<file path="src/core/nvsms_defs.vh">
// constants for the nonvolatile sram host-side mode sequencer
`ifndef NVSMS_DEFS_VH
`define NVSMS_DEFS_VH

// command sequence addresses, low 16 bits only
`define NVSMS_SEQ0          16'h4E38
`define NVSMS_SEQ1          16'hB1C7
`define NVSMS_SEQ2          16'h83E0
`define NVSMS_SEQ3          16'h7C1F
`define NVSMS_SEQ4          16'h703F
`define NVSMS_LAST_SAVE     16'h8FC0
`define NVSMS_LAST_RELOAD   16'h4C63
`define NVSMS_LAST_AS_OFF   16'h8B45
`define NVSMS_LAST_AS_ON    16'h4B46

// command codes on the host command port
`define NVSMS_CMD_READ      3'h0
`define NVSMS_CMD_WRITE     3'h1
`define NVSMS_CMD_SAVE      3'h2
`define NVSMS_CMD_RELOAD    3'h3
`define NVSMS_CMD_AS_OFF    3'h4
`define NVSMS_CMD_AS_ON     3'h5

// timing
`define NVSMS_CLK_MHZ       200
`define NVSMS_T_SETUP_NS    10
`define NVSMS_T_STROBE_NS   30
`define NVSMS_T_RECOV_NS    10
`define NVSMS_T_RELOAD_US   20
`define NVSMS_T_SAVE_MS     10
`define NVSMS_T_POWERUP_MS  5
`define NVSMS_CYC_SETUP     ((`NVSMS_T_SETUP_NS * `NVSMS_CLK_MHZ + 999) / 1000)
`define NVSMS_CYC_STROBE    ((`NVSMS_T_STROBE_NS * `NVSMS_CLK_MHZ + 999) / 1000)
`define NVSMS_CYC_RECOV     ((`NVSMS_T_RECOV_NS * `NVSMS_CLK_MHZ + 999) / 1000)
`define NVSMS_CYC_RELOAD    (`NVSMS_T_RELOAD_US * `NVSMS_CLK_MHZ)
`define NVSMS_CYC_SAVE      (`NVSMS_T_SAVE_MS * 1000 * `NVSMS_CLK_MHZ)
`define NVSMS_CYC_POWERUP   (`NVSMS_T_POWERUP_MS * 1000 * `NVSMS_CLK_MHZ)

`endif

</file>
<file path="src/core/nvsms_host.v">
// host controller driving a nonvolatile sram through its parallel pins
// Summary of operation
// - host holds data_in_strob_n high throughout every read cycle.
// - write ends on first rising edge of data_in_strob_n or chip_on_n.
// - host accepts a command, writes included, only while hard_store_busy_n is high.
// - command is six reads in exact order starting 4E38, B1C7, fifth 703F.
// - strobe stays high over all six reads, else no nonvolatile cycle.
// - each sequence step may be clocked by chip_on_n or out_drv_n.
`timescale 1ns/1ps
`default_nettype none
`include "nvsms_defs.vh"
module nvsms_host
#(
	parameter SAVE_CYCLES    = `NVSMS_CYC_SAVE,
	parameter POWERUP_CYCLES = `NVSMS_CYC_POWERUP,
	parameter RELOAD_CYCLES  = `NVSMS_CYC_RELOAD
)
(
	// clock and reset
	input  wire        clock,
	input  wire        nrst,
	// host command port
	input  wire        cmd_valid,
	output wire        cmd_ready,
	input  wire [2:0]  cmd_op,
	input  wire [16:0] cmd_addr,
	input  wire [7:0]  cmd_wdata,
	input  wire        cmd_by_oe,
	output reg         rsp_valid,
	output reg  [7:0]  rsp_rdata,
	output reg         dev_ready,
	output reg         wrote_since_nv,
	// device pins
	output reg  [16:0] mem_addr,
	output reg         chip_on_n,
	output reg         data_in_strob_n,
	output reg         out_drv_n,
	input  wire [7:0]  dq_in,
	output reg  [7:0]  dq_out,
	output reg         dq_oe,
	input  wire        hard_store_busy_n_in,
	output wire        hard_store_busy_n_out,
	output wire        hard_store_busy_n_oe
);

	localparam [31:0] C_SETUP  = `NVSMS_CYC_SETUP;
	localparam [31:0] C_STROBE = `NVSMS_CYC_STROBE;
	localparam [31:0] C_RECOV  = `NVSMS_CYC_RECOV;

	localparam [6:0] S_PWRUP  = 7'h01;
	localparam [6:0] S_IDLE   = 7'h02;
	localparam [6:0] S_SETUP  = 7'h04;
	localparam [6:0] S_STROBE = 7'h08;
	localparam [6:0] S_RECOV  = 7'h10;
	localparam [6:0] S_WAIT   = 7'h20;
	localparam [6:0] S_NEXT   = 7'h40;

	reg        rst_m;
	reg        rst_q;
	reg [6:0]  state;
	reg [31:0] cnt;
	reg [2:0]  op;
	reg [2:0]  step;
	reg [16:0] base_addr;
	reg [7:0]  wdata;
	reg        by_oe;
	reg [31:0] wait_len;

	// the host never requests a hardware save; pin is only watched
	assign hard_store_busy_n_out = 1'b1;
	assign hard_store_busy_n_oe  = 1'b0;
	assign cmd_ready = (state == S_IDLE) && hard_store_busy_n_in;

	always @(posedge clock or negedge nrst)
	begin
		if (!nrst)
		begin
			rst_m <= 1'b0;
			rst_q <= 1'b0;
		end
		else
		begin
			rst_m <= 1'b1;
			rst_q <= rst_m;
		end
	end

	wire is_seq = (op != `NVSMS_CMD_READ) && (op != `NVSMS_CMD_WRITE);
	wire is_wr  = (op == `NVSMS_CMD_WRITE);
	// sixth address of each command
	reg [15:0] last_addr;
	always @*
	begin
		case (op)
			`NVSMS_CMD_SAVE:   last_addr = `NVSMS_LAST_SAVE;
			`NVSMS_CMD_RELOAD: last_addr = `NVSMS_LAST_RELOAD;
			`NVSMS_CMD_AS_OFF: last_addr = `NVSMS_LAST_AS_OFF;
			default:           last_addr = `NVSMS_LAST_AS_ON;
		endcase
	end

	// address for the current step; top bit kept from caller, ignored by device
	reg [15:0] seq_addr;
	always @*
	begin
		case (step)
			3'h0:    seq_addr = `NVSMS_SEQ0;
			3'h1:    seq_addr = `NVSMS_SEQ1;
			3'h2:    seq_addr = `NVSMS_SEQ2;
			3'h3:    seq_addr = `NVSMS_SEQ3;
			3'h4:    seq_addr = `NVSMS_SEQ4;
			default: seq_addr = last_addr;
		endcase
	end
	wire [16:0] step_addr = is_seq ? {base_addr[16], seq_addr} : base_addr;
	// wait after the command finishes, in cycles
	reg [31:0] after_len;
	always @*
	begin
		case (op)
			`NVSMS_CMD_SAVE:   after_len = SAVE_CYCLES;
			`NVSMS_CMD_RELOAD: after_len = RELOAD_CYCLES;
			default:           after_len = 32'h00000000;
		endcase
	end

	always @(posedge clock or negedge rst_q)
	begin
		if (!rst_q)
		begin
			state           <= S_PWRUP;
			cnt             <= 32'h00000000;
			op              <= 3'h0;
			step            <= 3'h0;
			base_addr       <= 17'h00000;
			wdata           <= 8'h00;
			by_oe           <= 1'b0;
			wait_len        <= 32'h00000000;
			mem_addr        <= 17'h00000;
			chip_on_n       <= 1'b1;
			data_in_strob_n <= 1'b1;
			out_drv_n       <= 1'b1;
			dq_out          <= 8'h00;
			dq_oe           <= 1'b0;
			rsp_valid       <= 1'b0;
			rsp_rdata       <= 8'h00;
			dev_ready       <= 1'b0;
			wrote_since_nv  <= 1'b0;
		end
		else
		begin
			rsp_valid <= 1'b0;
			case (state)
				S_PWRUP:
				begin
					// supply is taken as crossing the fail level at reset release
					if (cnt + 32'h1 >= POWERUP_CYCLES)
					begin
						state     <= S_IDLE;
						cnt       <= 32'h00000000;
						dev_ready <= 1'b1;
					end
					else
						cnt <= cnt + 32'h1;
				end
				S_IDLE:
				begin
					if (cmd_valid && cmd_ready)
					begin
						op        <= cmd_op;
						base_addr <= cmd_addr;
						wdata     <= cmd_wdata;
						by_oe     <= cmd_by_oe;
						step      <= 3'h0;
						cnt       <= 32'h00000000;
						state     <= S_SETUP;
					end
				end
				S_SETUP:
				begin
					// address moves only while both strobes are high
					mem_addr <= step_addr;
					dq_out   <= wdata;
					dq_oe    <= is_wr;
					if (cnt + 32'h1 >= C_SETUP)
					begin
						cnt   <= 32'h00000000;
						state <= S_STROBE;
						if (is_wr)
						begin
							// strobe falls with chip_on_n and out_drv_n stays high, so device never turns its drivers on
							data_in_strob_n <= 1'b0;
							chip_on_n       <= 1'b0;
						end
						else if (is_seq && by_oe)
						begin
							chip_on_n <= 1'b0;
						end
						else
						begin
							chip_on_n <= 1'b0;
							out_drv_n <= 1'b0;
						end
					end
					else
						cnt <= cnt + 32'h1;
				end
				S_STROBE:
				begin
					// for an output-clocked step, out_drv_n falls one cycle after chip_on_n
					if (is_seq && by_oe && out_drv_n)
						out_drv_n <= 1'b0;
					else if (cnt + 32'h1 >= C_STROBE)
					begin
						cnt <= 32'h00000000;
						if (!is_wr)
							rsp_rdata <= dq_in;
						if (is_wr)
						begin
							// both rise together; the device latches on the first
							data_in_strob_n <= 1'b1;
							chip_on_n       <= 1'b1;
							wrote_since_nv  <= 1'b1;
						end
						else if (is_seq && by_oe)
							out_drv_n <= 1'b1;
						else
						begin
							chip_on_n <= 1'b1;
							out_drv_n <= 1'b1;
						end
						state <= S_RECOV;
					end
					else
						cnt <= cnt + 32'h1;
				end
				S_RECOV:
				begin
					chip_on_n <= 1'b1;
					out_drv_n <= 1'b1;
					dq_oe     <= 1'b0;
					if (cnt + 32'h1 >= C_RECOV)
					begin
						cnt <= 32'h00000000;
						if (is_seq && step != 3'h5)
						begin
							step  <= step + 3'h1;
							state <= S_SETUP;
						end
						else
						begin
							wait_len <= after_len;
							state    <= S_WAIT;
						end
					end
					else
						cnt <= cnt + 32'h1;
				end
				S_WAIT:
				begin
					if (cnt >= wait_len)
					begin
						cnt   <= 32'h00000000;
						state <= S_NEXT;
					end
					else
						cnt <= cnt + 32'h1;
				end
				S_NEXT:
				begin
					// every command also waits for the busy pin to release
					if (hard_store_busy_n_in)
					begin
						if (op == `NVSMS_CMD_SAVE || op == `NVSMS_CMD_RELOAD)
							wrote_since_nv <= 1'b0;
						rsp_valid <= 1'b1;
						state     <= S_IDLE;
					end
				end
				default:
					state <= S_IDLE;
			endcase
		end
	end
endmodule
`default_nettype wire

</file>
<file path="config.mk">
export PLATFORM = sky130hd
export DESIGN_NAME = nvsms_host
export DESIGN_NICKNAME = d
export VERILOG_FILES = /design/src/core/nvsms_host.v
export VERILOG_INCLUDE_DIRS = /design/src /design/src/core
export SDC_FILE = /design/constraint.sdc
export NUM_CORES = 1
export LEC_CHECK = 0
export ABC_AREA = 1
export ABC_CLOCK_PERIOD_IN_PS = 4600
export BUFFER_PORTS_ARGS = -buffer_cell sky130_fd_sc_hd__buf_4
export CORE_UTILIZATION = 40
export DETAILED_ROUTE_END_ITERATION = 10
export SLEW_MARGIN = 40
export SYNTH_ARGS = -nofsm -noshare
export SYNTH_HDL_FRONTEND = slang
export SYNTH_SLANG_ARGS = --single-unit
</file>
<file path="constraint.sdc">
create_clock -name clock -period 4.6 [get_ports clock]
set_input_delay 0.46 -clock clock [delete_from_list [all_inputs] [get_ports clock]]
set_output_delay 0.46 -clock clock [all_outputs]
set_load 0.02 [all_outputs]
</file>
Yosys cells after proc, flatten, opt, wreduce, memory -nomap -nowiden
Cells that the tools add are included.

storage, ports and cells
  memories kept = 0
  register bits = 145
  bits in read-only memories = 0
  bits in latches = 0
  RAM bits = 0
  input port bits = 41

operators by class
  shifts and indexed selects = 0
  $mul = 0
  bitwise gates (word level) = 3
  reduce and logical (&&, ||, !) cells = 27
  magnitude comparators = 4
  add/subtract/negate cells = 2
  multiplexer cells = 50
  div/mod/pow operators = 0
  equality and inequality tests = 34

operators with widths
  kind                   number
  $mux 32                6
  $pmux 32 s5            1
  $pmux 16 s5            1
  $mux 7                 8
  $pmux 7 s7             1
  $pmux 16 s3            1
  $pmux 21 s2            1
  $add 32x1->32 const B  1
  $ge 32x2->1 const B    1
  $ge 32x20->1 const B   1
  $ge 32x3->1 const B    1
  $ge 32x32->1           1
  $ne 2x2->1 const B     13
  $mux 1                 20
  $reduce_and 6->1       3
  $mux 16                1
  $eq 3x2->1 const B     4
  $ne 3x3->1 const B     4
  $mux 3                 3
  $reduce_and 4->1       2
  $reduce_and 8->1       1
  $reduce_bool 2->1      4
  $eq 7x1->1 const B     1
  $eq 7x2->1 const B     1
  other kinds (24)       39

Longest topological paths before layout
Gate-level depths: netlist (run 1).

  depth in word-level cells = 8
  mapped depth = 19
  mapped depth without buffers = 19

Least setup slack after synthesis (run 1)
No wires, ideal clock.

  path type = reg2reg
  from = register cnt[0]
  to = register state[6]
  required time = 4481 ps
  cell stages (with the launch flop) = 17
  data arrival time = 2077 ps
  library setup time = 119 ps
  slack = 2404 ps
  path through = dfrtp_1 > ha_1 > nand2_2 > nor2_8 > nand3_2 > nor2_4 > nand2_1 > nand2_1 > nand2_1 > nor2_1 > nand3_1 > nor2_4 > nand3_1 > nand2_2 > inv_2 > nand3_1 > nand2_1

between the ends
  cells in the longest elaborated chain, start to end = 4
  elaborated cells on any way between the ends = 11
  classes of those cells = add/sub (1); order compare (4); eq/ne (5); reduce/logical (1)

RTL lines
  what                                   RTL line                            text
  from (decl)                            nvsms_host.v:61                     reg [31:0] cnt;
  from (signal assigned)                 nvsms_host.v:164                    cnt <= cnt + 32'h1;
  from (signal assigned)                 nvsms_host.v:206                    cnt <= cnt + 32'h1;
  from (signal assigned)                 nvsms_host.v:235                    cnt <= cnt + 32'h1;
  $add 32x1->32                          --
  $ge 32x2->1 (tied with other cells)    nvsms_host.v:185, nvsms_host.v:242
  $ne 2x2->1 (no source line)            --
  $reduce_and 8->1 (no source line) (*)  --
  to (signal assigned)                   nvsms_host.v:159                    state <= S_IDLE;
  to (signal assigned)                   nvsms_host.v:188                    state <= S_STROBE;
  to (signal assigned)                   nvsms_host.v:248                    state <= S_SETUP;
  to (decl)                              nvsms_host.v:60                     reg [6:0] state;

Every way passes the cells marked *; elsewhere a longest branch is shown, timed or not.
A chain may end at the register's enable or synchronous reset.

Worst setup path in the final report (run 1)
  from = register state[5]
  to = register cnt[0]

between the ends
  cells in the longest elaborated chain, start to end = 5
  elaborated cells on any way between the ends = 14
  classes of those cells = eq/ne (8); mux (1); reduce/logical (5)

RTL lines
  what                               RTL line                           text
  from (signal assigned)             nvsms_host.v:131                   state <= S_PWRUP;
  from (signal assigned)             nvsms_host.v:159
  from (signal assigned)             nvsms_host.v:176                   state <= S_SETUP;
  $eq 7x2->1                         nvsms_host.v:72, nvsms_host.v:153
  $logic_and 1x1->1                  nvsms_host.v:72                    assign cmd_ready = (state == S_IDLE) && hard_store_busy_n_in;
  $logic_and 1x1->1                  nvsms_host.v:168                   if (cmd_valid && cmd_ready)
  $ne 2x1->1 (no source line)        --
  $reduce_and 3->1 (no source line)  --

Several ways; a longest one is shown, not always the timed one.

==> metrics.md, run 1 <==
| Metric | Value |
|---|---|
| Area grow syn2layout | `19.6%` |
| Post-route DRC | `0` |
| VDD IR-drop max | `0.000390 V` |
| Clock-pin slew on the worst setup and hold paths | `around 60 ps` |
| Async SR Flop Fraction | `1.00` |
| Setup TNS | `0 ps` |
| Synthesis warning total | `0` |
| Hold Path Depth | `2` |
| Crit path launch type | `flip-flop` |
| Syn_area_per_cell | `a little over 7 µm²` |
| Unrepaired setup endpoints after global routing | `no` |
| Crit path kind | `reg -> reg` |
| Via count | `6,408` |
| Worst hold path type | `in -> reg` |
| Starting Density | `0.407` |
| Crit path arrival time | `around 3400 ps` |
| # diodes | `0` |
| Largest net degree at the start of global routing | `58` |
| CTS root buffer | `clkbuf_16` |
| FMAX | `about 330 MHz` |
| Cell count after synthesis | `~970` |
| Stages on worst setup path | `16` |
| Worst slew margin | `0.487` |
| Final WL | `18,400 µm` |
| Initial antenna violation count | `0` |
| Cell count after placement | `~1,300` |
| CTS Sinks | `around 120` |
| Status | `finished, final reports clean` |
| Post-CTS Setup Bufs | `0` |
| Cell repeated most along the worst path | `nand2_1` |
| Clk Latency, worst-skew pair | `between 400 and 500 ps` |
| Share of cells above drive strength 1 | `0.171` |
| Worst reg2reg path depth | `16` |
| CTS tree | `done` |
| 1st-iter DRT viols | `417` |
| Nets@finish | `about 1,100` |
| CP required | `approximately 5000 ps` |
| First-pass GRT wire length | `30,600 µm` |
| CTS H-tree lvls | `4` |
| Worst setup path start | `state[5]$_DFFE_PN0P_` |
| Worst Setup End Kind | `flip-flop` |
| Pins Over Slew Limit | `0` |
| Pre-antenna DRT Iters | `5` |
| Final worst clock skew | `approximately 12 ps` |
| Vias/cell | `roughly 5.0` |
| Seq cells post-synth | `between 100 and 150` |
| CP Cell Sequence | `nor2_1, nand2_2, inv_2, nand4_2, inv_2, nor2_1, nand2_1, nor3_2, buf_4, nand2_1, nand2_2, inv_2, nand2_1, a21oi_1, o21ai_1, nand2_1` |
| CTS max path bufs | `2` |
| Die height | `around 130 µm` |
| Number of flops mapped to enable cells by yosys | `0` |
| Vias in the first global route | `about 6,200` |
| Final Critical Period | `3070 ps` |
| Top Usage Layer GRT | `met2` |
| Critical Path Max Stage Delay | `around 570 ps` |
| GPL Wtd Cong | `between 0.9 and 1` |
| Mapped cell area | `~7000 µm²` |
| Slew @ Worst Pin | `about 770 ps` |
| Congestion Overflow GR | `0` |
| Leading area contributor after synthesis | `dfrtp_1` |
| Routed len/inst | `approximately 14 µm` |
| Pwr dens | `540 nW/µm²` |
| Tot GR Track Use | `0.216` |
| Met2 Usage GRT | `0.360` |
| Buffers and inverters on the worst path | `4` |
| Register area share after synthesis | `0.415` |
| IO Count | `84` |
| Max-Cap Viols | `0` |
| Die Wd | `roughly 130 µm` |
| Fin crit share | `0.667` |
| Placeable Area | `about 17,000 µm²` |
| CTS Buf Count | `17` |
| Cell variety after synth | `between 40 and 50` |
| Delay-heaviest family, CP | `simple AND/OR/NAND/NOR gates` |
| Die area | `~18,000 µm²` |
| Final setup fails | `0` |
| Port Buf Inserts | `slightly above 80` |
| Detail Route Antenna Nets | `0` |
| Hold Violations, Final | `0` |
| Top cells by area, synth | `dfrtp_1, nand2_1, nand3_1` |
| Dpl hpwl | `between 10,000 and 15,000 µm` |
| Crit Reg-Reg Endpoint | `cnt[0]$_DFFE_PN0P_` |
| Grt met1 use | `0.281` |
| End point of the critical path | `cnt[0]$_DFFE_PN0P_` |
| RR Startpoint | `state[5]$_DFFE_PN0P_` |
| Ys flop type | `dfrtp_1` |
| Non-Filler Instances | `around 1,300` |
| CP max FO | `49` |
| R2r setup slk | `roughly 1500 ps` |
| Static Leak | `0.00421 µW` |
| Grt met3 use | `0.0461` |
| Std cell rows | `48` |
| Post-synth top area share | `0.400` |
| CP max-delay cell | `inv_2` |
==> layout by cell type (no fill, tap or decap), types with 10 or more instances in the layout <==
| master | synthesis | final |
|---|---|---|
| nand2_1 | 271 | 271 |
| inv_1 | 117 | 117 |
| nor2_1 | 115 | 115 |
| dfrtp_1 | 112 | 111 |
| nand3_1 | 89 | 89 |
| buf_4 | 7 | 86 |
| o21ai_0 | 56 | 56 |
| a21oi_1 | 38 | 38 |
| mux2_2 | 18 | 18 |
| ha_1 | 18 | 18 |
| clkbuf_16 | 0 | 17 |
| nand4_1 | 12 | 12 |
| o21ai_1 | 12 | 12 |
| nand2_2 | 10 | 10 |
| nor3_1 | 10 | 10 |
==> metal layers <==
metal,up-vias,wire (µm)
li1,3261,-
met1,2975,8510
met3,23,842
met5,-,0
met4,0,235
met2,149,8860
==> worst min-delay path by stage <==
stage                  from                        end  slack [ps]
3_5_place_dp           nrst            rst_q$_DFF_PN0_         250
5_1_grt        cmd_wdata[7]       wdata[7]$_DFFE_PN0P_         250
4_1_cts        cmd_addr[13]  base_addr[13]$_DFFE_PN0P_         260
6_report       cmd_addr[13]  base_addr[13]$_DFFE_PN0P_         260
2_1_floorplan          nrst            rst_m$_DFF_PN0_         160
3_3_place_gp           nrst            rst_m$_DFF_PN0_         240
==> logic make-up (layout without fill, tap and decap cells) <==
| group | count (synthesis) | in the layout | synth area share |
|---|---|---|---|
| AND/OR/NAND/NOR | 535 | 535 | 0.337 |
| buffers and inverters | 156 | 248 | 0.0889 |
| AO/OA/AOI/OAI | 118 | 118 | 0.0878 |
| flip-flops | 116 | 116 | 0.415 |
| adder cells (fa/ha/maj) | 18 | 18 | 0.0321 |
| multiplexers | 18 | 18 | 0.0289 |
| XOR/XNOR | 8 | 8 | 0.00999 |
| other | 2 | 3 | 0.00107 |
==> power by group <==
group / switching, µW / total [µW] / internal, µW / leakage, µW
Sequential: 175 / 1520 / 1340 / 0.00143
Combinational: 1150 / 1750 / 600 / 0.00252
Clock: 527 / 1270 / 744 / 0.000259
Total: 1850 / 4530 / 2680 / 0.00421
==> stage by stage <==
step | util | hold WS, ps | setup WS, ps | cell area (µm²) | total power [µW]
4_1_cts | 0.486 | 256 | 1510 | 8390 | 4570
2_1_floorplan | - | 164 | 1140 | 7020 | 2710
3_5_place_dp | 0.454 | 245 | 1600 | 7820 | 3280
5_1_grt | 0.487 | 253 | 1200 | 8390 | 4830
6_report | 0.487 | 264 | 1530 | 8390 | 4530
3_3_place_gp | 0.453 | 243 | 1520 | 7820 | 3250
==> layout make-up <==
class / count / area (µm²)
Clock buffer: 17 / 425
Fill cell: 1753 / 8850
Inverter: 129 / 484
Timing Repair Buffer: 88 / 667
Clock inverter: 14 / 130
Multi-Input combinational cell: 700 / 3490
Tap cell: 225 / 282
Sequential cell: 116 / 2910
==> sequential cells by signal (all words and copies together), names as in the netlist, 3 cells and up <==
name,cells
state,7
wait_len,3
cnt,32
dq_out,8
mem_addr,17
step,3
base_addr,17
rsp_rdata,8
wdata,8
op,3
==> cell usage after synthesis, types with 2 or more instances <==
cell type / instances
xor2_1: 8
clkinv_1: 3
nor4_4: 2
dfrtp_1: 112
a21oi_1: 38
dfstp_2: 4
ha_1: 18
a31oi_1: 5
nand4_1: 12
nand2_1: 271
nand2_2: 10
o211ai_1: 2
nor4_1: 4
nor2_2: 9
nor2_1: 115
clkbuf_1: 14
o21ai_1: 12
buf_4: 7
inv_1: 117
inv_2: 9
nor3_2: 2
nor2_4: 4
buf_2: 3
nand3_2: 2
nand3_1: 89
o21ai_0: 56
mux2_2: 18
conb_1: 2
nor3_1: 10
buf_1: 2
==> what timing repair did <==
action	CTS	global route
hold buffers	1	0
endpoints found under the hold margin	2	0
gates resized for setup	0	0
endpoints found under the setup margin	0	0
(Power assumes the default switching activity.)
==> inputs of run 2 (changes only) <==
- ABC_AREA: 1 -> 0
- ABC_CLOCK_PERIOD_IN_PS: 4600 -> 3100
- clock period: 4.6 -> 3.1 ns (I/O delays scaled with it)
==> metrics.md, run 2 <==
| Metric | Value |
|---|---|
| Hold Violations, Final | `0` |
| Vias in the first global route | `roughly 5,500` |
| # diodes | `0` |
| Synthesis warning total | `0` |
| CTS H-tree lvls | `4` |
| Vias/cell | `5.68` |
| Placeable Area | `roughly 16,000 µm²` |
| Crit Reg-Reg Endpoint | `wait_len[10]$_DFFE_PN0P_` |
| RR Startpoint | `cnt[1]$_DFFE_PN0P_` |
| Starting Density | `0.413` |
| Clock-pin slew on the worst setup and hold paths | `60 ps` |
| VDD IR-drop max | `between 0.0006 and 0.0007 V` |
| Final setup fails | `0` |
| Non-Filler Instances | `989` |
| Critical Path Max Stage Delay | `about 450 ps` |
| Total power | `about 7400 µW` |
| CP required | `between 3000 and 4000 ps` |
| 1st-iter DRT viols | `a little under 500` |
| CP max-delay cell | `a211oi_2` |
| Worst reg2reg path depth | `10` |
| Max-Cap Viols | `0` |
| Hold endpoint | `rsp_rdata[7]$_DFFE_PN0P_` |
| Tot GR Track Use | `0.218` |
| Post-route DRC | `0` |
| Initial antenna violation count | `0` |
| Pins Over Slew Limit | `0` |
| Top reg by flops | `cnt` |
| CTS root buffer | `clkbuf_16` |
| R2r setup slk | `170 ps` |
| Static Leak | `0.00369 µW` |
| Die area | `around 17,000 µm²` |
| Fin crit share | `0.945` |
| Mapped cell area | `around 6600 µm²` |
| Largest net degree at the start of global routing | `42` |
| CP Cell Sequence | `ha_2, buf_4, nand2b_1, mux2_2, o32a_1, a21oi_1, nand4_2, a211oi_2, nor3_2, mux2i_1` |
| Fin util | `0.524` |
| Area grow syn2layout | `26.8%` |
| GPL Wtd Cong | `0.896` |
| IO Count | `84` |
| Crit path kind | `reg -> reg` |
| Top cells by area, synth | `dfrtp_1, mux2_2, nand2_1` |
| Routed len/inst | `17.7 µm` |
| Worst slew margin | `0.541` |
| Delay-heaviest family, CP | `compound AO/OA/AOI/OAI gates` |
| Share of cells above drive strength 1 | `0.316` |
| Number of flops mapped to enable cells by yosys | `0` |
| Commonest non-fill, non-tap cell in the layout | `buf_4` |
| Register area share after synthesis | `0.440` |
| Most numerous cell in the Yosys netlist | `dfrtp_1` |
| Status | `finished, final reports clean` |
| Pre-antenna DRT Iters | `5` |
| Cell count after placement | `between 900 and 1,000` |
| Final worst setup slack | `approximately 170 ps` |
| Hold Path Depth | `2` |
| Nets@finish | `slightly above 800` |
| Std cell rows | `between 40 and 50` |
| Commonest cells after routing, fill and taps aside | `buf_4, dfrtp_1, nand2_1` |
| Setup TNS | `0 ps` |
| First-pass GRT wire length | `28,400 µm` |
| Crit path launch type | `flip-flop` |
| Via count | `about 5,600` |
| Cell count after synthesis | `around 650` |
| Final WL | `17,500 µm` |
| Leading area contributor after synthesis | `dfrtp_1` |
| Worst hold path type | `in -> reg` |
| Slew @ Worst Pin | `~700 ps` |
| Clk Latency, worst-skew pair | `~420 ps` |
| Ys flop type | `dfrtp_1` |
| Dpl ws | `slightly below 40 ps` |
| Die Wd | `roughly 130 µm` |
| Number of flip-flops in the largest register | `32` |
| Hold Startpoint | `dq_in[7]` |
| Worst Setup End Kind | `flip-flop` |
| FILL cells | `1,486` |
| Die height | `131 µm` |
| Buffers and inverters on the worst path | `1` |
| Port Buf Inserts | `just over 80` |
| Pwr dens | `a little under 900 nW/µm²` |
| CTS Buf Count | `17` |
| Area occupied by multi-input gates | `~3500 µm²` |
| CP max FO | `6` |
| Top Registers | `cnt x32, base_addr x17, mem_addr x17` |
| CTS Sinks | `116` |
| Most common library cells after synthesis | `dfrtp_1, nand2_1, nor2_1` |
| Cell variety after synth | `84` |
| Detail Route Antenna Nets | `0` |
| Crit path arrival time | `3210 ps` |
| Syn_area_per_cell | `roughly 10 µm²` |
| CTS tree | `done` |
| Unrepaired setup endpoints after global routing | `yes` |
| Final worst clock skew | `approximately 7 ps` |
| Congestion Overflow GR | `0` |
| FMAX | `around 340 MHz` |
| Dpl hpwl | `between 10,000 and 15,000 µm` |
| CTS max path bufs | `2` |
| Seq cells post-synth | `116` |
| Post-synth top area share | `0.424` |
| Final Critical Period | `between 2000 and 3000 ps` |
| Reg area | `around 2900 µm²` |
| Async SR Flop Fraction | `1.00` |
run 2: cell count changes in the layout (fill, tap and decap cells not counted), sizes merged, moves of 13 or more:
cell	delta
o21ai	-26
nor2	-89
o31ai	+17
buf	+36
nand2	-207
nand3	-71
mux2	+22
inv	-104
nand4	+17
and2	+13
a21oi	-17
run 2: cell type report:
type,count,share of cell area
Clock buffer,18,0.0524
Clock inverter,14,0.0266
Inverter,24,0.0107
Multi-Input combinational cell,477,0.413
Sequential cell,116,0.347
Tap cell,216,0.0322
Timing Repair Buffer,124,0.117
run 2: per-layer routing:
metal	vias up	track usage	part of all wire
met3	21	0.0594	0.064
met4	0	0.0778	0.015
met1	2780	0.289	0.45
met5	-	0	0
li1	2642	-	-
met2	172	0.340	0.47
run 2: cells by family after synthesis:
| group | count (synthesis) | share of synthesized area |
|---|---|---|
| adders and majority gates | 19 | 0.0356 |
| muxes | 45 | 0.0802 |
| and+or+nand+nor | 252 | 0.226 |
| other | 2 | 0.00114 |
| xor gates and xnor gates | 8 | 0.0106 |
| AOI/OAI and AO/OA | 150 | 0.166 |
| DFF | 116 | 0.440 |
| buffers and inverters | 59 | 0.0405 |
run 2: worst max path at each step:
stage | from | endpoint | slack, ps | cells after the start
2_1_floorplan | cnt[0]$_DFFE_PN0P_ | rsp_rdata[0]$_DFFE_PN0P_ | 300 | 10
3_3_place_gp | cnt[1]$_DFFE_PN0P_ | state[2]$_DFFE_PN0P_ | 140 | 9
3_5_place_dp | cnt[1]$_DFFE_PN0P_ | state[2]$_DFFE_PN0P_ | 40 | 9
4_1_cts | cnt[1]$_DFFE_PN0P_ | state[2]$_DFFE_PN0P_ | 10 | 9
5_1_grt | cnt[1]$_DFFE_PN0P_ | cnt[13]$_DFFE_PN0P_ | -5 | 9
6_report | cnt[1]$_DFFE_PN0P_ | wait_len[10]$_DFFE_PN0P_ | 170 | 10
run 2: timing repair:
action / 4_1_cts / 5_1_grt
hold buffers: 1 / 0
setup buffers: 0 / 2
hold endpoints to repair: 2 / 0
gates resized for setup: 0 / 5
endpoints found under the setup margin: 0 / 42
run 2: worst reg2reg max path: stages (launching register included):
cell and delay, ps:
dfrtp_1 420, ha_2 240, buf_4 170, nand2b_1 150, mux2_2 270, o32a_1 300
a21oi_1 290, nand4_2 200, a211oi_2 450, nor3_2 150, mux2i_1 160
run 2: stage by stage:
stage / area, µm² / hold WS, ps
5_1_grt: 8380 / 110
2_1_floorplan: 6620 / 14.4
6_report: 8380 / 120
4_1_cts: 8340 / 107
3_5_place_dp: 7670 / 94.5
3_3_place_gp: 7650 / 92.6
run 2: power by group:
part	internal [µW]	switching, µW	total (µW)	leakage (µW)
clock	1460	746	2200	0.000318
combinational	1170	1690	2860	0.00190
sequential	1980	344	2330	0.00148
total	4610	2780	7390	0.00369
==> inputs of run 3 (changes only) <==
- CAP_MARGIN: unset -> 20
- CELL_PAD_IN_SITES_DETAIL_PLACEMENT: unset -> 1
- CELL_PAD_IN_SITES_GLOBAL_PLACEMENT: unset -> 1
- CTS_BUF_LIST: unset -> sky130_fd_sc_hd__clkbuf_4 sky130_fd_sc_hd__clkbuf_8
- PLACE_DENSITY_LB_ADDON: unset -> 0.1
==> metrics.md, run 3 (synthesis results as in run 2) <==
| Metric | Value |
|---|---|
| Status | `finished, final reports clean` |
| Unrepaired setup endpoints after global routing | `yes` |
| Clock-pin slew on the worst setup and hold paths | `80 ps` |
| CP max-delay cell | `dfrtp_1` |
| Max-Cap Viols | `0` |
| Worst setup path start | `cnt[1]$_DFFE_PN0P_` |
| GPL Wtd Cong | `between 0.8 and 0.9` |
| Worst hold margin | `a little over 80 ps` |
| Placeable Area | `approximately 16,000 µm²` |
| CTS root buffer | `clkbuf_8` |
| Starting Density | `0.413` |
| Final Critical Period | `approximately 3000 ps` |
| Initial antenna violation count | `0` |
| Worst Setup End Kind | `flip-flop` |
| Die Wd | `131 µm` |
| Pwr dens | `a little over 800 nW/µm²` |
| Fin crit share | `0.953` |
| Setup TNS | `0 ps` |
| First-pass GRT wire length | `a little over 30,000 µm` |
| Final setup fails | `0` |
| Crit path arrival time | `around 3300 ps` |
| Final WL | `approximately 19,000 µm` |
| CTS Buf Count | `17` |
| Routed len/inst | `19.4 µm` |
| Crit path launch type | `flip-flop` |
| Hold Violations, Final | `0` |
| Top reg by flops | `cnt` |
| RR Startpoint | `cnt[1]$_DFFE_PN0P_` |
| Fin util | `0.512` |
| FMAX | `around 340 MHz` |
| Detail Route Antenna Nets | `0` |
| VDD IR-drop max | `0.000371 V` |
| Vias in the first global route | `roughly 5,900` |
| Final worst clock skew | `between 10 and 15 ps` |
| Die height | `roughly 130 µm` |
| Vias/cell | `roughly 5.8` |
| Via count | `~5,700` |
| Pre-antenna DRT Iters | `4` |
| CP Cell Sequence | `ha_1, nand3_4, nor4_2, nand4_1, a211oi_2, nand4_4, nor3_4, a21oi_4, buf_12, mux2_4` |
| Std cell rows | `46` |
| CTS H-tree lvls | `4` |
| Post-route DRC | `0` |
| IO Count | `84` |
| Largest net degree at the start of global routing | `slightly above 60` |
| CTS max path bufs | `2` |
| Congestion Overflow GR | `0` |
| Port Buf Inserts | `81` |
| Area grow syn2layout | `23.8%` |
| CTS tree | `done` |
| Top Registers | `cnt x32, base_addr x17, mem_addr x17` |
| Worst slew margin | `0.484` |
| Static Leak | `0.00362 µW` |
| Share of cells above drive strength 1 | `0.322` |
| Nets@finish | `roughly 830` |
| Clk Latency, worst-skew pair | `between 400 and 500 ps` |
| # diodes | `0` |
| CP required | `3440 ps` |
| Slew @ Worst Pin | `approximately 770 ps` |
| CTS Sinks | `roughly 120` |
| Commonest cells after routing, fill and taps aside | `buf_4, dfrtp_1, nand2_1` |
| Crit path kind | `reg -> reg` |
| Hold Startpoint | `dq_in[5]` |
| Worst hold path type | `in -> reg` |
| CP max FO | `9` |
| Pins Over Slew Limit | `0` |
| Die area | `roughly 17,000 µm²` |
| Number of flip-flops in the largest register | `32` |
| Commonest non-fill, non-tap cell in the layout | `buf_4` |
| Critical Path Max Stage Delay | `about 400 ps` |
| Tot GR Track Use | `0.237` |
| Dpl hpwl | `about 14,000 µm` |
| 1st-iter DRT viols | `between 300 and 400` |
[run 3: cell types whose count changed in the layout (fill, tap and decap cells not counted), moves of 3 or more]
cell       delta
inv_6         +3
buf_4         +6
clkbuf_8     +16
bufinv_16     -3
clkbuf_16    -17
[run 3: area by class of cell]
class / instances / area [µm²]
fill: 1842 / 7820
multi-input combinational: 477 / 3480
sequential: 116 / 2910
timing repair buffer: 130 / 1030
tap: 216 / 270
clock buffer: 17 / 234
clock inverter: 15 / 170
inverter: 24 / 90.1
[run 3: metrics by stage]
step | cell area, µm² | power, µW | setup slack (ps) | std cells
3_3_place_gp | 7700 | 5160 | 15.4 | 960
2_1_floorplan | 6620 | 4150 | 305 | 652
6_report | 8190 | 6710 | 146 | 995
5_1_grt | 8190 | 7140 | -48.6 | 995
3_5_place_dp | 7700 | 5260 | -73.9 | 960
4_1_cts | 8130 | 6760 | 13.3 | 993
[run 3: power by group]
part	total, µW	switching (µW)	internal, µW
Combinational	2930	1750	1180
Clock	1470	734	735
Sequential	2310	332	1980
[run 3: metal layers]
layer | track usage | vias up | wire, µm
li1 | - | 2650 | -
met1 | 0.315 | 2938 | 8790
met2 | 0.379 | 128 | 9230
met3 | 0.0513 | 29 | 937
met4 | 0.0906 | 0 | 355
met5 | 0 | - | 0
[run 3: worst max-delay path, delay by kind of cell (launching register included)]
kind	cells	cell delay [ps]
and+or+nand+nor	5	1310
DFF	1	410
AOI/OAI and AO/OA	2	380
adders and majority gates	1	300
muxes	1	290
buffers and inverters	1	160
[run 3: timing repair]
item,in CTS,in global routing
hold endpoints to repair,2,0
setup endpoints to repair,32,42
hold buffers,1,0
buffers inserted,0,1
gates resized for setup,2,5
[run 3: worst paths after layout]
kind / endpoint / slack (ps) / depth (start not counted)
min in group asynchronous: rst_q$_DFF_PN0_ / 180 / 2
hold reg to reg: dq_out[7]$_DFFE_PN0P_ / 200 / 0
max in group asynchronous: mem_addr[5]$_DFFE_PN0P_ / 1960 / 2
hold / removal: rsp_rdata[5]$_DFFE_PN0P_ / 80 / 2
setup reg to reg: rsp_rdata[3]$_DFFE_PN0P_ / 150 / 10
setup / recovery: rsp_rdata[3]$_DFFE_PN0P_ / 150 / 10
